## config.mk

```make
export PLATFORM = sky130hd
export DESIGN_NAME = rapc_cfg_regs
export DESIGN_NICKNAME = d
export VERILOG_FILES = /design/src/rapc_pkg.sv /design/src/rapc_time_calc.sv /design/src/rapc_cfg_regs.sv
export VERILOG_INCLUDE_DIRS = /design/src
export SDC_FILE = /design/constraint.sdc
export NUM_CORES = 1
export LEC_CHECK = 0
export BUFFER_PORTS_ARGS = -buffer_cell sky130_fd_sc_hd__buf_2
export CORE_MARGIN = 2
export CORE_UTILIZATION = 29
export CTS_BUF_LIST = sky130_fd_sc_hd__clkbuf_8 sky130_fd_sc_hd__clkbuf_16
export DETAILED_ROUTE_END_ITERATION = 7
export PLACE_DENSITY = 0.58
export SETUP_SLACK_MARGIN = 0.4
export SYNTH_ARGS = -nofsm -noshare
export SYNTH_HDL_FRONTEND = slang
export SYNTH_SLANG_ARGS = --single-unit
```

## constraint.sdc

```tcl
create_clock -name i_clk_sys -period 6.4 [get_ports i_clk_sys]
set_input_delay 0.32 -clock i_clk_sys [delete_from_list [all_inputs] [get_ports i_clk_sys]]
set_output_delay 0.32 -clock i_clk_sys [all_outputs]
set_load 0.02 [all_outputs]
```

## src/rapc_regs.svh

```systemverilog
// Register offsets, field positions, reset values and time constants
// Assumes inclusion by bare name from the block's source files
`ifndef RAPC_REGS_SVH
`define RAPC_REGS_SVH

// Register offsets on the control port
`define RAPC_ADDR_ATTACK 7'h69
`define RAPC_ADDR_DECAY 7'h6a
`define RAPC_ADDR_PATH 7'h6b
`define RAPC_ADDR_BYPASS 7'h6c

// Reset values and writable masks
`define RAPC_RST_ATTACK 8'h00
`define RAPC_RST_DECAY 8'h00
`define RAPC_RST_PATH 8'h00
`define RAPC_RST_BYPASS 8'h00
`define RAPC_PATH_WMASK 8'hfc
`define RAPC_BYPASS_WMASK 8'hc0
`define RAPC_RD_NONE 8'h00

// Attack and decay field positions
`define RAPC_SEL_BIT 7
`define RAPC_BASE_HI 6
`define RAPC_BASE_LO 5
`define RAPC_MULT_HI 4
`define RAPC_MULT_LO 2

// Path and bus-condition field positions
`define RAPC_HIPASS_L_BIT 7
`define RAPC_HIPASS_R_BIT 6
`define RAPC_MIC_HI 5
`define RAPC_MIC_LO 4
`define RAPC_PFILT_BIT 3
`define RAPC_BUSDET_BIT 2
`define RAPC_RSVD_BIT 1
`define RAPC_BUSERR_BIT 0

// Bypass switch field positions
`define RAPC_BYP_M_BIT 7
`define RAPC_BYP_P_BIT 6

// Baseline times in ms
`define RAPC_ATT_MS_0 16'h0007
`define RAPC_ATT_MS_1 16'h0008
`define RAPC_ATT_MS_2 16'h000a
`define RAPC_ATT_MS_3 16'h000b
`define RAPC_DEC_MS_0 16'h0032
`define RAPC_DEC_MS_1 16'h0096
`define RAPC_DEC_MS_2 16'h00fa
`define RAPC_DEC_MS_3 16'h015e

// Decay caps in ms, by decimation ratio given in half steps
`define RAPC_CAP_R1 16'h0fa0
`define RAPC_CAP_R1_5 16'h15e0
`define RAPC_CAP_R2 16'h1f40
`define RAPC_CAP_R2_5 16'h2580
`define RAPC_CAP_R3 16'h2bc0
`define RAPC_CAP_R4 16'h3e80
`define RAPC_CAP_R5 16'h4b00
`define RAPC_CAP_R5_5 16'h5780
`define RAPC_NOCAP 16'hffff
`define RAPC_DR_1 4'h2
`define RAPC_DR_1_5 4'h3
`define RAPC_DR_2 4'h4
`define RAPC_DR_2_5 4'h5
`define RAPC_DR_3 4'h6
`define RAPC_DR_3_5 4'h7
`define RAPC_DR_4 4'h8
`define RAPC_DR_4_5 4'h9
`define RAPC_DR_5 4'ha

`endif

```

## src/rapc_pkg.sv

```systemverilog
// Types shared by the right AGC and ADC path configuration block
// Assumes nothing beyond a SystemVerilog compiler
`default_nettype none
package rapc_pkg;

    // Microphone type selection of the decimation filter
    typedef enum logic [1:0] {
        RAPC_MIC_DD = 2'h0,
        RAPC_MIC_DA = 2'h1,
        RAPC_MIC_AD = 2'h2,
        RAPC_MIC_AA = 2'h3
    } rapc_mic_cfg_t;

    // Whole state of the configuration block
    typedef struct packed {
        logic [7:0] attack_reg;
        logic [7:0] decay_reg;
        logic [7:0] path_reg;
        logic [7:0] bypass_reg;
        logic err_sts;
        logic [7:0] rdata;
        logic [15:0] attack_ms;
        logic [15:0] decay_ms;
        logic hipass_l_prog;
        logic hipass_r_prog;
        logic mic_l_dig;
        logic mic_r_dig;
        logic pfilt_on;
        logic det_en;
        logic err_recover;
        logic byp_m;
        logic byp_p;
    } rapc_state_t;

endpackage
`default_nettype wire

```

## src/rapc_time_calc.sv

```systemverilog
// Applied AGC time: baseline times power-of-two factor, or legacy time
// Assumes the caller registers the result; purely combinational
`timescale 1ns/10ps
`default_nettype none
`include "rapc_regs.svh"

module rapc_time_calc #(
    parameter int unsigned TW = 16
) (
    input wire logic i_is_decay,
    input wire logic [7:0] i_reg,
    input wire logic [TW-1:0] i_legacy_ms,
    input wire logic [TW-1:0] i_cap_ms,
    output logic [TW-1:0] o_time_ms
);

    // Baseline time in ms for a two-bit code
    function automatic logic [TW-1:0] base_ms(input logic dec, input logic [1:0] code);
        logic [15:0] t;
        t = `RAPC_ATT_MS_0;
        unique case ({dec, code})
            3'h0: t = `RAPC_ATT_MS_0;
            3'h1: t = `RAPC_ATT_MS_1;
            3'h2: t = `RAPC_ATT_MS_2;
            3'h3: t = `RAPC_ATT_MS_3;
            3'h4: t = `RAPC_DEC_MS_0;
            3'h5: t = `RAPC_DEC_MS_1;
            3'h6: t = `RAPC_DEC_MS_2;
            3'h7: t = `RAPC_DEC_MS_3;
        endcase
        return TW'(t);
    endfunction

    logic [TW+7:0] scaled;
    logic [TW+7:0] chosen;

    // Scale, choose source, then clamp to the cap
    always_comb begin
        scaled = {8'h00, base_ms(i_is_decay, i_reg[`RAPC_BASE_HI:`RAPC_BASE_LO])}
            << i_reg[`RAPC_MULT_HI:`RAPC_MULT_LO];
        if (i_reg[`RAPC_SEL_BIT]) begin
            chosen = scaled;
        end else begin
            chosen = {8'h00, i_legacy_ms};
        end
        if (chosen > {8'h00, i_cap_ms}) begin
            o_time_ms = i_cap_ms;
        end else begin
            o_time_ms = chosen[TW-1:0];
        end
    end

endmodule
`default_nettype wire

```

## src/rapc_cfg_regs.sv

```systemverilog
// Right AGC time, ADC path, bus-condition and bypass configuration regs
// Assumes a synchronous byte register port driven by the control bus logic
//
// What this block does
// - Attack select bit picks legacy or local time
// - Attack baseline codes give 7/8/10/11 ms
// - Attack multiplier scales by two to field
// - Decay select bit picks legacy or local time
// - Decay baseline codes give 50/150/250/350 ms
// - Decay multiplier scales by two to field
// - Decay time capped by decimation ratio
// - Left high-pass uses programmable coefficients when set
// - Right high-pass uses programmable coefficients when set
// - Two-bit field picks microphone types
// - Programmable filter on ADC only with DACs down
// - Detector bit disables bus error detection
// - Bus error status set, cleared by read
// - Top bypass bits close line-2 input switches
`timescale 1ns/10ps
`default_nettype none
`include "rapc_regs.svh"

module rapc_cfg_regs #(
    parameter int unsigned TW = 16,
    parameter int unsigned RW = 4
) (
    input wire logic i_clk_sys,
    input wire logic i_sys_rst,
    input wire logic [6:0] i_reg_addr,
    input wire logic i_reg_wr,
    input wire logic [7:0] i_reg_wdata,
    input wire logic i_reg_rd,
    output logic [7:0] o_reg_rdata,
    input wire logic [TW-1:0] i_legacy_attack_ms,
    input wire logic [TW-1:0] i_legacy_decay_ms,
    input wire logic [RW-1:0] i_adc_decimation_ratio,
    input wire logic i_left_high_pass_stage_en,
    input wire logic i_right_high_pass_stage_en,
    input wire logic i_left_dac_pd,
    input wire logic i_right_dac_pd,
    input wire logic i_bus_error,
    output logic [TW-1:0] o_attack_ms,
    output logic [TW-1:0] o_decay_ms,
    output logic o_left_high_pass_stage_prog,
    output logic o_right_high_pass_stage_prog,
    output logic o_left_mic_digital,
    output logic o_right_mic_digital,
    output logic o_prog_filter_on_adc,
    output logic o_bus_error_detect_en,
    output logic o_bus_error_recover,
    output logic o_right_line2_minus_input_sw,
    output logic o_right_line2_plus_input_sw
);

    rapc_pkg::rapc_state_t st_q;
    rapc_pkg::rapc_state_t st_d;
    logic [TW-1:0] attack_calc;
    logic [TW-1:0] decay_calc;
    logic [TW-1:0] decay_cap;
    logic err_set;
    logic err_clr;
    rapc_pkg::rapc_mic_cfg_t mic_cfg;

    // Decay ceiling for a decimation ratio given in half steps
    function automatic logic [TW-1:0] cap_ms(input logic [RW-1:0] ratio);
        logic [15:0] c;
        c = `RAPC_CAP_R5_5;
        if (ratio <= RW'(`RAPC_DR_1)) begin
            c = `RAPC_CAP_R1;
        end else if (ratio == RW'(`RAPC_DR_1_5)) begin
            c = `RAPC_CAP_R1_5;
        end else if (ratio == RW'(`RAPC_DR_2)) begin
            c = `RAPC_CAP_R2;
        end else if (ratio == RW'(`RAPC_DR_2_5)) begin
            c = `RAPC_CAP_R2_5;
        end else if (ratio <= RW'(`RAPC_DR_3_5)) begin
            c = `RAPC_CAP_R3;
        end else if (ratio <= RW'(`RAPC_DR_4_5)) begin
            c = `RAPC_CAP_R4;
        end else if (ratio == RW'(`RAPC_DR_5)) begin
            c = `RAPC_CAP_R5;
        end
        return TW'(c);
    endfunction

    assign decay_cap = cap_ms(i_adc_decimation_ratio);

    // Attack time, never capped
    rapc_time_calc #(
        .TW(TW)
    ) u_attack (
        .i_is_decay(1'b0),
        .i_reg(st_q.attack_reg),
        .i_legacy_ms(i_legacy_attack_ms),
        .i_cap_ms(TW'(`RAPC_NOCAP)),
        .o_time_ms(attack_calc)
    );

    // Decay time, capped by decimation ratio
    rapc_time_calc #(
        .TW(TW)
    ) u_decay (
        .i_is_decay(1'b1),
        .i_reg(st_q.decay_reg),
        .i_legacy_ms(i_legacy_decay_ms),
        .i_cap_ms(decay_cap),
        .o_time_ms(decay_calc)
    );

    // Bus error events and read-to-clear
    assign err_set = i_bus_error && !st_q.path_reg[`RAPC_BUSDET_BIT];
    assign err_clr = i_reg_rd && (i_reg_addr == `RAPC_ADDR_PATH);
    assign mic_cfg = rapc_pkg::rapc_mic_cfg_t'(st_q.path_reg[`RAPC_MIC_HI:`RAPC_MIC_LO]);

    // Next state: register writes, reads, status and derived controls
    always_comb begin
        st_d = st_q;
        if (i_reg_wr) begin
            unique case (i_reg_addr)
                `RAPC_ADDR_ATTACK: st_d.attack_reg = i_reg_wdata;
                `RAPC_ADDR_DECAY: st_d.decay_reg = i_reg_wdata;
                `RAPC_ADDR_PATH: st_d.path_reg = i_reg_wdata & `RAPC_PATH_WMASK;
                `RAPC_ADDR_BYPASS: st_d.bypass_reg = i_reg_wdata & `RAPC_BYPASS_WMASK;
                default: st_d.bypass_reg = st_q.bypass_reg;
            endcase
        end
        // Read data holds until the next read
        if (i_reg_rd) begin
            unique case (i_reg_addr)
                `RAPC_ADDR_ATTACK: st_d.rdata = st_q.attack_reg;
                `RAPC_ADDR_DECAY: st_d.rdata = st_q.decay_reg;
                `RAPC_ADDR_PATH: st_d.rdata = st_q.path_reg | {7'h00, st_q.err_sts};
                `RAPC_ADDR_BYPASS: st_d.rdata = st_q.bypass_reg;
                default: st_d.rdata = `RAPC_RD_NONE;
            endcase
        end
        // A new error wins over a clearing read
        st_d.err_sts = err_set || (st_q.err_sts && !err_clr);
        st_d.err_recover = err_set;
        st_d.det_en = !st_q.path_reg[`RAPC_BUSDET_BIT];
        st_d.attack_ms = attack_calc;
        st_d.decay_ms = decay_calc;
        st_d.hipass_l_prog = i_left_high_pass_stage_en && st_q.path_reg[`RAPC_HIPASS_L_BIT];
        st_d.hipass_r_prog = i_right_high_pass_stage_en && st_q.path_reg[`RAPC_HIPASS_R_BIT];
        st_d.pfilt_on = st_q.path_reg[`RAPC_PFILT_BIT] && i_left_dac_pd && i_right_dac_pd;
        st_d.byp_m = st_q.bypass_reg[`RAPC_BYP_M_BIT];
        st_d.byp_p = st_q.bypass_reg[`RAPC_BYP_P_BIT];
        // Microphone type decode
        unique case (mic_cfg)
            rapc_pkg::RAPC_MIC_DD: begin
                st_d.mic_l_dig = 1'b1;
                st_d.mic_r_dig = 1'b1;
            end
            rapc_pkg::RAPC_MIC_DA: begin
                st_d.mic_l_dig = 1'b1;
                st_d.mic_r_dig = 1'b0;
            end
            rapc_pkg::RAPC_MIC_AD: begin
                st_d.mic_l_dig = 1'b0;
                st_d.mic_r_dig = 1'b1;
            end
            rapc_pkg::RAPC_MIC_AA: begin
                st_d.mic_l_dig = 1'b0;
                st_d.mic_r_dig = 1'b0;
            end
        endcase
    end

    // State register
    always_ff @(posedge i_clk_sys or posedge i_sys_rst) begin
        if (i_sys_rst) begin
            st_q <= '0;
            st_q.attack_reg <= `RAPC_RST_ATTACK;
            st_q.decay_reg <= `RAPC_RST_DECAY;
            st_q.path_reg <= `RAPC_RST_PATH;
            st_q.bypass_reg <= `RAPC_RST_BYPASS;
            st_q.det_en <= 1'b1;
            st_q.mic_l_dig <= 1'b1;
            st_q.mic_r_dig <= 1'b1;
        end else begin
            st_q <= st_d;
        end
    end

    // Outputs straight from the state register
    assign o_reg_rdata = st_q.rdata;
    assign o_attack_ms = st_q.attack_ms;
    assign o_decay_ms = st_q.decay_ms;
    assign o_left_high_pass_stage_prog = st_q.hipass_l_prog;
    assign o_right_high_pass_stage_prog = st_q.hipass_r_prog;
    assign o_left_mic_digital = st_q.mic_l_dig;
    assign o_right_mic_digital = st_q.mic_r_dig;
    assign o_prog_filter_on_adc = st_q.pfilt_on;
    assign o_bus_error_detect_en = st_q.det_en;
    assign o_bus_error_recover = st_q.err_recover;
    assign o_right_line2_minus_input_sw = st_q.byp_m;
    assign o_right_line2_plus_input_sw = st_q.byp_p;
endmodule
`default_nettype wire

```

### Word-level counts from Yosys, hierarchy flattened

Memory sizes are Yosys's and may differ from the RTL's.
Cells that the tools add are included.

| word-level totals | value |
|---|---|
| word-level logic and storage cells | 66 |
| bits in read-only memories | 144 |
| input port bits | 60 |
| output and inout bits | 49 |
| memories | 2 |
| register bits after elaboration | 74 |

| cells by class | value |
|---|---|
| muxes and demuxes | 13 |
| reduce and logical (&&, ||, !) cells | 15 |
| shifts and indexed selects | 2 |
| equality and inequality tests | 11 |
| bitwise operators | 1 |
| magnitude comparators | 5 |

Memories:

| name | depth | bits a word | rd ports | clocked after Yosys merged registers in | wr ports | RTL line | text |
|---|---|---|---|---|---|---|---|
| (no name shown) | 8 | 9 | 1 | 0 | 0 | rapc_time_calc.sv:21 | `unique case ({dec, code})` |
| (no name shown) | 8 | 9 | 1 | 0 | 0 | rapc_time_calc.sv:21 |  |

Operators with widths:

| operator | number |
|---|---|
| 2-to-1 mux 15 bit | 5 |
| 2-to-1 mux 16 bit | 3 |
| 2-to-1 mux 24 bit | 2 |
| << shifter 16 x 3 -> 24 bit | 2 |
| one-hot mux 8 bit (4 select lines) | 1 |
| equality test 7 bit (second input constant) | 4 |
| greater-than comparator 24 x 16 -> 1 bit | 1 |
| greater-than comparator 24 x 16 -> 1 bit (second input constant) | 1 |
| 2-to-1 mux 13 bit | 1 |
| equality test 4 x 3 -> 1 bit (second input constant) | 2 |
| bitwise OR 8 x 1 -> 8 bit | 1 |
| one-hot mux 2 bit (4 select lines) | 1 |
| AND reduction 2 bit | 4 |
| logical AND 1 bit | 7 |
| equality test 2 bit (second input constant) | 2 |
| equality test 4 x 2 -> 1 bit (second input constant) | 1 |
| equality test 4 bit (second input constant) | 1 |
| less-or-equal comparator 4 x 2 -> 1 bit (second input constant) | 1 |
| less-or-equal comparator 4 x 3 -> 1 bit (second input constant) | 1 |
| less-or-equal comparator 4 bit (second input constant) | 1 |
| equality test 2 x 1 -> 1 bit (second input constant) | 1 |
| logical NOT 1 bit | 2 |
| logical NOT 2 bit | 1 |
| logical OR 1 bit | 1 |

### Logic depth before layout (Yosys ltp)

Gate-level depths: netlist of the first run.

| depth | value |
|---|---|
| depth after elaboration | 10 |
| depth in mapped cells | 14 |
| mapped depth without buffers | 12 |

### Modules after synthesis

A second synthesis of the first run with hierarchy kept.

| unflattened totals | value |
|---|---|
| cells, all modules | 570 |
| area total of the unflattened synthesis | 5594.1 sq um |

By module, submodules not included:

| module | area each (sq um) | cells each | sequential area each (sq um) | instances |
|---|---|---|---|---|
| rapc_cfg_regs | 3027.9 | 229 | 1855.5 | 1 |
| rapc_time_calc (u_attack) | 1287.5 | 174 | 0.0 | 1 |
| rapc_time_calc (u_decay) | 1278.7 | 167 | 0.0 | 1 |

### Worst setup path before layout of the first run

OpenSTA, ideal clock, no wires.

| timing path | value |
|---|---|
| kind | reg-to-reg |
| from | register st_q[71] in the netlist's numbering |
| to | register st_q, in the netlist o_decay_ms[5] |
| data required time | 6289 ps |
| buffers on the path | 1 |
| arrival time | 2699 ps |
| cell stages (with the launch flop) | 12 |
| period minus slack after synthesis | 2810 ps |
| library setup time | 111 ps |
| slack | 3590 ps |
| cell sequence | dfrtp_1 -> ha_1 -> mux4_2 -> a22o_1 -> ha_1 -> nand3_1 -> nor2_1 -> and4_1 -> buf_6 -> nand2_4 -> and2_4 -> a222oi_1 |

| between the ends | value |
|---|---|
| word-level cells in the longest chain between the ends | 5 |

RTL lines:

| element | RTL line | text |
|---|---|---|
| start, declared | rapc_cfg_regs.sv:55 | `rapc_pkg::rapc_state_t st_q;` |
| start signal, assigned | rapc_cfg_regs.sv:181 | `st_q <= st_d;` |
| memory (8 x 9 bit) (*) | n/a |  |
| << shifter 16 x 3 -> 24 bit (*) | rapc_time_calc.sv:39 | `` scaled = {8'h00, base_ms(i_is_decay, i_reg[`RAPC_BASE_HI:`RAPC_BASE_LO])} `` |
| 2-to-1 mux 24 bit (*) | rapc_time_calc.sv:41 | `` if (i_reg[`RAPC_SEL_BIT]) begin `` |
| greater-than comparator 24 x 16 -> 1 bit | rapc_time_calc.sv:46 | `if (chosen > {8'h00, i_cap_ms}) begin` |
| 2-to-1 mux 16 bit (*) | rapc_time_calc.sv:46 |  |
| net decay_calc[5] | rapc_cfg_regs.sv:58 | `logic [TW-1:0] decay_calc;` |

Mark *: on every way through the listed nets, which the timed path passes. The rest lies on a longest branch.
A chain may end at the register's enable or synchronous reset.

### Worst setup path in the final report of the first run

| timing path | value |
|---|---|
| from | register st_q[72] in the netlist's numbering |
| to | register st_q, in the netlist o_decay_ms[11] |

Same word-level chain as after synthesis.

==> results of run 1 <==
how the worst min path moves through the flow:
stage / start / endpoint / slack [ps] / cells after the start
after floorplan: mic_cfg[0] / o_right_mic_digital / 370 / 1
after global placement: i_sys_rst / o_decay_ms[15] / 330 / 2
after detailed placement: i_sys_rst / o_decay_ms[15] / 350 / 2
after CTS: i_right_high_pass_stage_en / o_right_high_pass_stage_prog / 180 / 2
after global routing: i_right_high_pass_stage_en / o_right_high_pass_stage_prog / 180 / 2
final: i_right_high_pass_stage_en / o_right_high_pass_stage_prog / 190 / 2
layer usage:
| metal | GRT usage (%) | share of wire, % | up-vias |
|---|---|---|---|
| li1 | - | - | 1656 |
| met1 | 19.5 | 47 | 1702 |
| met2 | 21.9 | 45 | 109 |
| met3 | 4.26 | 6.1 | 13 |
| met4 | 4.98 | 1.7 | 0 |
| met5 | 0 | 0 | - |
cell usage in the layout (no fill, tap or decap), types with 18 or more instances in the layout:
cell	n
sky130_fd_sc_hd__a21oi_1	26
sky130_fd_sc_hd__buf_2	108
sky130_fd_sc_hd__dfrtp_1	71
sky130_fd_sc_hd__inv_1	34
sky130_fd_sc_hd__mux2_2	28
sky130_fd_sc_hd__nand2_1	28
sky130_fd_sc_hd__nor2_1	30
sky130_fd_sc_hd__nor2b_1	18
sky130_fd_sc_hd__o21ai_0	20
sky130_fd_sc_hd__o22ai_1	18
cell usage after synthesis, types with 3 or more instances:
cell type                   n
sky130_fd_sc_hd__inv_1     33
sky130_fd_sc_hd__a221oi_1   3
sky130_fd_sc_hd__mux2_2    28
sky130_fd_sc_hd__a22o_1     3
sky130_fd_sc_hd__nor2_1    30
sky130_fd_sc_hd__nand3b_1   3
sky130_fd_sc_hd__o22ai_1   18
sky130_fd_sc_hd__nand3_1    8
sky130_fd_sc_hd__nand2b_1   4
sky130_fd_sc_hd__o22a_1     3
sky130_fd_sc_hd__a31oi_1    3
sky130_fd_sc_hd__ha_1      14
sky130_fd_sc_hd__mux2i_1    7
sky130_fd_sc_hd__a22oi_1    7
sky130_fd_sc_hd__nor3_1     3
sky130_fd_sc_hd__nand2_1   28
sky130_fd_sc_hd__o211ai_1   3
sky130_fd_sc_hd__o221ai_1   4
sky130_fd_sc_hd__a21o_1     3
sky130_fd_sc_hd__a21oi_1   26
sky130_fd_sc_hd__buf_2      7
sky130_fd_sc_hd__and2_1     3
sky130_fd_sc_hd__dfrtp_1   71
sky130_fd_sc_hd__and3_1     4
sky130_fd_sc_hd__nor2b_1   18
sky130_fd_sc_hd__buf_4     41
sky130_fd_sc_hd__clkbuf_1  15
sky130_fd_sc_hd__o21ai_0   20
sky130_fd_sc_hd__dfstp_2    3
power by group through the flow:
| stage | clock, mW | combinational, mW | sequential (mW) |
|---|---|---|---|
| floorplan | 0 | 0.198 | 0.529 |
| global placement | 0 | 0.232 | 0.547 |
| detailed placement | 0 | 0.236 | 0.548 |
| CTS | 0.528 | 0.238 | 0.539 |
| global route | 0.551 | 0.261 | 0.546 |
| finish | 0.513 | 0.235 | 0.539 |
critical path, cell delays in order, from the launching register on:
cell and delay [ps]:
sky130_fd_sc_hd__dfrtp_1 540, sky130_fd_sc_hd__ha_1 340, sky130_fd_sc_hd__mux4_2 490, sky130_fd_sc_hd__a22o_1 260, sky130_fd_sc_hd__ha_1 290, sky130_fd_sc_hd__nand3_1 100, sky130_fd_sc_hd__nor2_1 110, sky130_fd_sc_hd__and4_1 520
sky130_fd_sc_hd__a21o_1 430, sky130_fd_sc_hd__nor2_1 70, sky130_fd_sc_hd__a221oi_1 210
cell type report:
class / count / area, µm² / share of cell area [%]
clock inverter: 6 / 58.8 / 1.17
antenna: 1 / 2.50 / 0.0499
multi-input combinational: 281 / 1950 / 38.8
sequential: 74 / 1860 / 37.0
tap: 184 / 230 / 4.59
timing repair buffer: 110 / 558 / 11.1
inverter: 34 / 128 / 2.54
clock buffer: 10 / 239 / 4.76
metrics by stage:
| step | cells | hold WS [ps] |
|---|---|---|
| floorplan | 456 | 371 |
| global placement | 682 | 327 |
| detailed placement | 682 | 345 |
| CTS | 699 | 176 |
| global route | 699 | 184 |
| finish | 700 | 190 |
cell families (layout without fill, tap and decap cells):
family          after synthesis  after routing  synth area share (%)
fa+ha+maj                    14             14                  4.02
buf+inv                     101            160                  12.8
xor+xnor                      2              2                 0.402
flops                        74             74                  42.6
compound gates              110            110                  16.8
simple gates                118            118                  14.0
other cells                   1              2                0.0860
mux                          36             36                  9.35
registers in the layout (all words and copies together) (netlist names):
| name | cells |
|---|---|
| st_d | 2 |
| o_right_line2_minus_input_sw | 1 |
| o_attack_ms | 16 |
| o_left_mic_digital | 1 |
| o_right_mic_digital | 1 |
| o_right_line2_plus_input_sw | 1 |
| st_q | 21 |
| o_reg_rdata | 8 |
| o_bus_error_recover | 1 |
| o_bus_error_detect_en | 1 |
| o_decay_ms | 16 |
| o_right_high_pass_stage_prog | 1 |
| o_prog_filter_on_adc | 1 |
| mic_cfg | 2 |
| o_left_high_pass_stage_prog | 1 |
repair_timing:
action | in CTS | in global routing
endpoints found under the hold margin | 18 | 0
gates resized for setup | 0 | 0
hold buffers | 1 | 0
==> run summary, run 1 <==
Across all layers, the routed design uses 3,480 vias. The number of enable-type register cells in the synthesized netlist came out at 0. STA classifies the critical path startpoint as a flip-flop. The category of the worst setup path capture point is a flip-flop. The cell leakage power came out at 2.37 nW. In the final design database the tool counted 584 nets. The fmax came out at 0.288 GHz. The area fraction of the dominant cell type after synthesis is 40.7%. The register bit total from synthesis came out at 74.

The final design area excluding fillers is 5020 µm². The number of buffers between clock root and the deepest sink is 2. The later-pin clock latency in the skew report is 340 ps. The count of final max-slew check failures came out at 0. Counting flops with an async set or reset pin after synthesis yields a share of 100%. The global-route total usage across every layer is 14.4%. The timing startpoint of the critical path is st_q[72].

The number of warnings printed during yosys synthesis came out at 0. Across all register-to-register paths, the minimum setup slack is 2930 ps. The critical path ends at o_decay_ms[11]. The post-layout total power came out at 1.29 mW.

The mean instance size in the synthesized netlist came out at 9.56 µm². In this run the power spent charging and discharging nets is 379 µW. The post-CTS setup repair buffer count came out at 0. Cells with a size suffix above 1 make up 32.6% of the layout. The initial antenna violation count came to 1.

The filler cell count in the final layout is 1,508. The area added between synthesis and finish came out at 15.1%. The cell area after placement came out at 4710 µm². The worst flop-to-flop path startpoint is st_q[72].

The share of total power dissipated in the clock network is 39.8%. The sum of negative setup slack came out at 0 ps. The share of the clock period used by the worst path came out at 54.3%.

The floorplan step defined a core boundary enclosing 14,600 µm². The logic depth of the worst register-to-register path is 10. The wire length of the first global-routing pass came out at 18,200 µm.

The initial detailed-routing violation count is 279. From bottom edge to top edge, the die measures 127 µm. The signal arrival time at the worst endpoint came out at 3700 ps. The per-cell via count in the routed design is 4.97. The final routed DRC violation total is 0. From left edge to right edge, the die measures 127 µm. Dividing the detail-routed wire length by the instance count gives 16.1 µm. The number of failing hold endpoints at the final stage came to 0.

The final number of setup-violating endpoints is 0. The remaining global-route overflow came out at 0. For this run, the share of the core covered by cells in the final layout is 34.4%.

The final critical delay including setup and external delays came out at 3470 ps. The netlist uses 63 different library cells. The switching share of power is 29.4%. The congestion estimate from routability-driven global placement came to 0.815.

The first detailed-routing pass took 4 iterations. The final setup skew came out at 6.83 ps. The dominant register cell in the synthesized netlist is sky130_fd_sc_hd__dfrtp_1. The largest net degree at the start of global routing is 56.

OpenSTA, run right after detailed placement, puts the worst setup slack at 2940 ps. The required time of the critical path is 6630 ps. The peak fanout along the critical path is 11. The worst setup slack after layout is 2930 ps.

The worst setup path category is reg -> reg. Synthesis handed over a netlist of 456 instances. The slew at the pin closest to its max-slew limit came out at 787 ps. The sequential-to-total area share from yosys stat is 42.6%. Per report_power, the sequential group accounts for 41.9% of the total. The internal power is 909 µW.

The number of global-route vias before repair is 3,426. The CTS buffer count came out at 9. Once detail routing completed, the nets flagged for antenna violations numbered 0. Synthesis produced a netlist with a net count of 530. The site row count came out at 44. Across the VDD grid, the largest voltage drop is 128 µV.

Setup repair after global routing left no endpoint under its margin. Pin placement for this block handled 109 I/O pins. The register clock-pin slew on the reported worst setup and hold paths came out at 60 ps. The path class of the tightest hold or removal check is in -> reg. For this configuration, the core starts out at a cell density of 29.9%. The run finished with clean final reports. After synthesis, the cell types taking the most area are sky130_fd_sc_hd__dfrtp_1, sky130_fd_sc_hd__mux2_2, sky130_fd_sc_hd__buf_4, sky130_fd_sc_hd__ha_1, sky130_fd_sc_hd__a21oi_1. In this run the number of H-tree levels came out at 3.

The estimated wirelength of the detail-placed design came out at 8580 µm. The clock tree root buffer cell is sky130_fd_sc_hd__clkbuf_16. The number of violations of the max-capacitance limit came out at 0. The endpoint identified for the worst register-to-register timing path is o_decay_ms[11]. The worst slew margin relative to its limit came out at 47.5%. The total power divided by cell area is 256 nW/µm². The biggest area consumer among synthesized cells is sky130_fd_sc_hd__dfrtp_1. TritonCTS built the clock tree. For this block, the routed nets add up to 11,300 µm of wire. The share of total power in combinational logic came out at 18.3%. The port buffer count is 108. The floorplan die area came out at 16,000 µm². The clock sink count came out at 74. The cell area after synthesis came out at 4360 µm².
Power figures use the tool's default switching activity.
==> run 2: changes to the inputs <==
--- a/config.mk
+++ b/config.mk
@@ -11,7 +11,7 @@
 export CORE_UTILIZATION = 29
 export CTS_BUF_LIST = sky130_fd_sc_hd__clkbuf_8 sky130_fd_sc_hd__clkbuf_16
 export DETAILED_ROUTE_END_ITERATION = 7
-export PLACE_DENSITY = 0.58
+export PLACE_DENSITY = 0.59
 export SETUP_SLACK_MARGIN = 0.4
 export SYNTH_ARGS = -nofsm -noshare
 export SYNTH_HDL_FRONTEND = slang
==> constraint.sdc (replaced) <==
create_clock -name i_clk_sys -period 2.79 [get_ports i_clk_sys]
set_input_delay 0.1395 -clock i_clk_sys [delete_from_list [all_inputs] [get_ports i_clk_sys]]
set_output_delay 0.1395 -clock i_clk_sys [all_outputs]
set_load 0.02 [all_outputs]
==> run 2 against run 1 <==
- the run now ends with setup timing left
- register-to-register slack got worse by 3000 ps
- via count increased by 3.6%
- worst setup slack got worse by 3000 ps
- clock-buffer cell count unchanged
- utilization increased by 3.8 points
- combinational power increased to 2.9 times the previous value
- flip-flop and latch count unchanged
- non-clock buffer count increased by 48
- first-iteration DRC count decreased by 60%
- critical path depth unchanged
- final cell count increased by 6.6%
- critical endpoint is now o_decay_ms[5]
- largest power group is now clock
==> run summary, run 2 (synthesized netlist as in run 1, its figures left out) <==
The flow ran to the end, but the final reports show violations. The checks that failed: setup timing. The share of final-layout standard cells stronger than drive strength 1 is 42.2% (+9.5 points).

The area of the core is 14,600 µm² (unchanged). Traced cell by cell, the critical path runs through ha_4 -> mux4_2 -> a22o_1 -> ha_1 -> nand3_2 -> nor2_1 -> and4_4 -> nand2_4 -> and2_4 -> a222oi_1. The final routed wire length divided by cell count came to 15.8 µm (-1.4%). The cell sitting at the root of the clock tree is a sky130_fd_sc_hd__clkbuf_16. The routability-driven placement congestion ratio came out at 0.882 (+8.2%).

Counting flops per register, the top entry is st_q. The clock sink count is 74 (unchanged). The area added between synthesis and finish came out at 27.7%. The slew at the pin closest to its max-slew limit is 758 ps (-28.6 ps). The area of combinational cells with multiple inputs is 2080 µm² (+6.8%). The post-layout total power is 3.14 mW (+140%).

The number of nets in the finished design came out at 632 (+8.2%). The final setup skew is 7.51 ps (+0.678 ps). The placed cell count came out at 719 (+5.4%). The register clock-pin slew on the reported worst setup and hold paths is 60 ps (about the same). The post-detailed-route count of antenna-violating nets is 0 (unchanged).

The number of violations of the max-capacitance limit was 0 (unchanged). The number of global-route vias before repair is 3,726 (+8.8%). The initial antenna violation count was 0 (-1). The worst setup slack after layout is -38.9 ps (-2960 ps).

The number of failing hold endpoints at the final stage came out at 0 (unchanged). The total power divided by cell area is 564 nW/µm² (+120%). The horizontal extent of the die is 127 µm (unchanged). Setup repair after global routing could not meet its margin everywhere. The number of ports placed on the die boundary is 109 (unchanged).

The die extent in y came to 127 µm (unchanged). On the critical path, the stage with the largest delay is an instance of sky130_fd_sc_hd__mux4_2. The initial detailed-routing violation count came out at 111 (-60%).

The sequential cell area in the final layout was 1860 µm² (+0.13%). The flip-flop count of the largest register, all copies and words added came out at 21 (unchanged). The later-pin clock latency in the skew report is 340 ps (about the same). The largest net degree at the start of global routing came out at 32 (-43%). The sum of negative setup slack is -48.7 ps (-48.7 ps). The required time of the critical path came to 3010 ps (-3620 ps). The number of standard cells in the layout, taps in and fillers out is 746 (+6.6%). The wire length of the first global-routing pass came to 19,200 µm (+5.4%). The deepest level of the CTS H-tree came to 3 (unchanged). The worst slew margin relative to its limit came out at 49.5% (+1.9 points). The library cells used most frequently in the layout, excluding fill and tap cells, are sky130_fd_sc_hd__buf_2, sky130_fd_sc_hd__dfrtp_1, sky130_fd_sc_hd__buf_4. The global-route total usage across every layer is 15.2% (+0.85 points). The signal arrival time at the worst endpoint is 3040 ps (-660 ps). The total inserted antenna cells was 0 (-1). The number of detailed-routing iterations run before antenna repair came out at 5 (+1). The per-cell via count in the routed design came out at 4.83 (-2.8%). The worst setup path category is reg -> reg. The final number of setup-violating endpoints came out at 3 (+3).

The library cell used most frequently in the layout, excluding fill and tap cells, is sky130_fd_sc_hd__buf_2. The delay of the slowest cell on the worst path came out at 490 ps (-50 ps). The number of buffers between clock root and the deepest sink came out at 2 (unchanged).

The site row count is 44 (unchanged). The share of the clock period used by the worst path is 101% (+47 points). The worst setup path is launched from a flip-flop. The min-delay analysis places its worst path in the category in -> reg.

The peak ir drop on the vdd network is 386 µV (+200%). The starting density of the core came out at 29.9% (unchanged). TritonCTS built the clock tree. The count of final max-slew check failures was 0 (unchanged). The CTS buffer count came out at 9 (unchanged). The cell leakage power is 2.63 nW (+11%). The fmax is 0.353 GHz (+23%). The peak fanout along the critical path is 5 (-6). The filler cell count in the final layout is 1,457 (-3.4%). The routed wire length is 11,800 µm (+5.0%). The detailed-route via count came out at 3,606 (+3.6%).

The floorplan die area is 16,000 µm² (unchanged). The estimated wirelength of the detail-placed design came out at 9330 µm (+8.7%). The remaining global-route overflow is 0 (unchanged). The port buffer count came out at 108 (unchanged). The worst setup path is captured at a flip-flop. The final routed DRC violation total was 0 (unchanged).

The final critical delay including setup and external delays came out at 2830 ps (-645 ps).
[run 2: power breakdown]
group | switching, mW | leakage (nW) | internal, mW
Combinational | 0.378 | 1.54 | 0.300
Sequential | 0.0634 | 0.929 | 1.16
Clock | 0.440 | 0.156 | 0.800
Total | 0.881 | 2.63 | 2.26
[run 2: per-layer routing]
metal / up-vias / global-route usage (%) / part of all wire, % / wire [µm]
met1: 1730 / 19.2 / 45 / 5330
met3: 16 / 4.30 / 5.5 / 654
met4: 0 / 5.30 / 1.9 / 230
li1: 1750 / - / - / -
met5: - / 0 / 0 / 0
met2: 110 / 25.0 / 47 / 5600
[run 2: final timing paths]
kind | start | to | slack (ps) | cells past startpoint
worst max register to register | st_q[72] | o_decay_ms[5] | -40 | 10
worst max-delay path | st_q[72] | o_decay_ms[5] | -40 | 10
worst min register to register | mic_cfg[0] | o_right_mic_digital | 410 | 1
min in group asynchronous | i_sys_rst | o_decay_ms[15] | 430 | 3
worst min-delay path | i_legacy_attack_ms[12] | o_attack_ms[12] | 20 | 2
max in group asynchronous | i_sys_rst | o_bus_error_detect_en | 1680 | 4
[run 2: metrics by stage]
| stage | util (%) | area (µm²) | setup slack [ps] | hold slack, ps |
|---|---|---|---|---|
| after floorplan | - | 4420 | 96.7 | 256 |
| after global placement | 34.6 | 5040 | -80.7 | 261 |
| after detailed placement | 34.6 | 5040 | -91.5 | 270 |
| after CTS | 37.8 | 5520 | -45.8 | 2.93 |
| after global routing | 38.2 | 5570 | -169 | 20.0 |
| final | 38.2 | 5570 | -38.9 | 21.4 |
[run 2: critical path: cells and delay by family, from the launching register on]
kind                     cells  cell delay (ps)
flip-flops                   1              410
multiplexers                 1              490
adder cells (fa/ha/maj)      2              570
AND/OR/NAND/NOR              5              630
AO/OA/AOI/OAI                2              600
[run 2: final cells by class]
cell class | instances | share of cell area [%]
Inverter | 34 | 2.29
Clock inverter | 5 | 1.44
Tap cell | 184 | 4.13
Timing Repair Buffer | 158 | 17.1
Clock buffer | 10 | 4.29
Sequential cell | 74 | 33.4
Multi-Input combinational cell | 281 | 37.3
[run 2: what timing repair did]
| item | in CTS | in global routing |
|---|---|---|
| endpoints found under the hold margin | 29 | 0 |
| gates resized for setup | 22 | 5 |
| pin swaps | 5 | 9 |
| hold buffers | 3 | 0 |
| setup endpoints to repair | 15 | 15 |
| setup buffers | 5 | 4 |
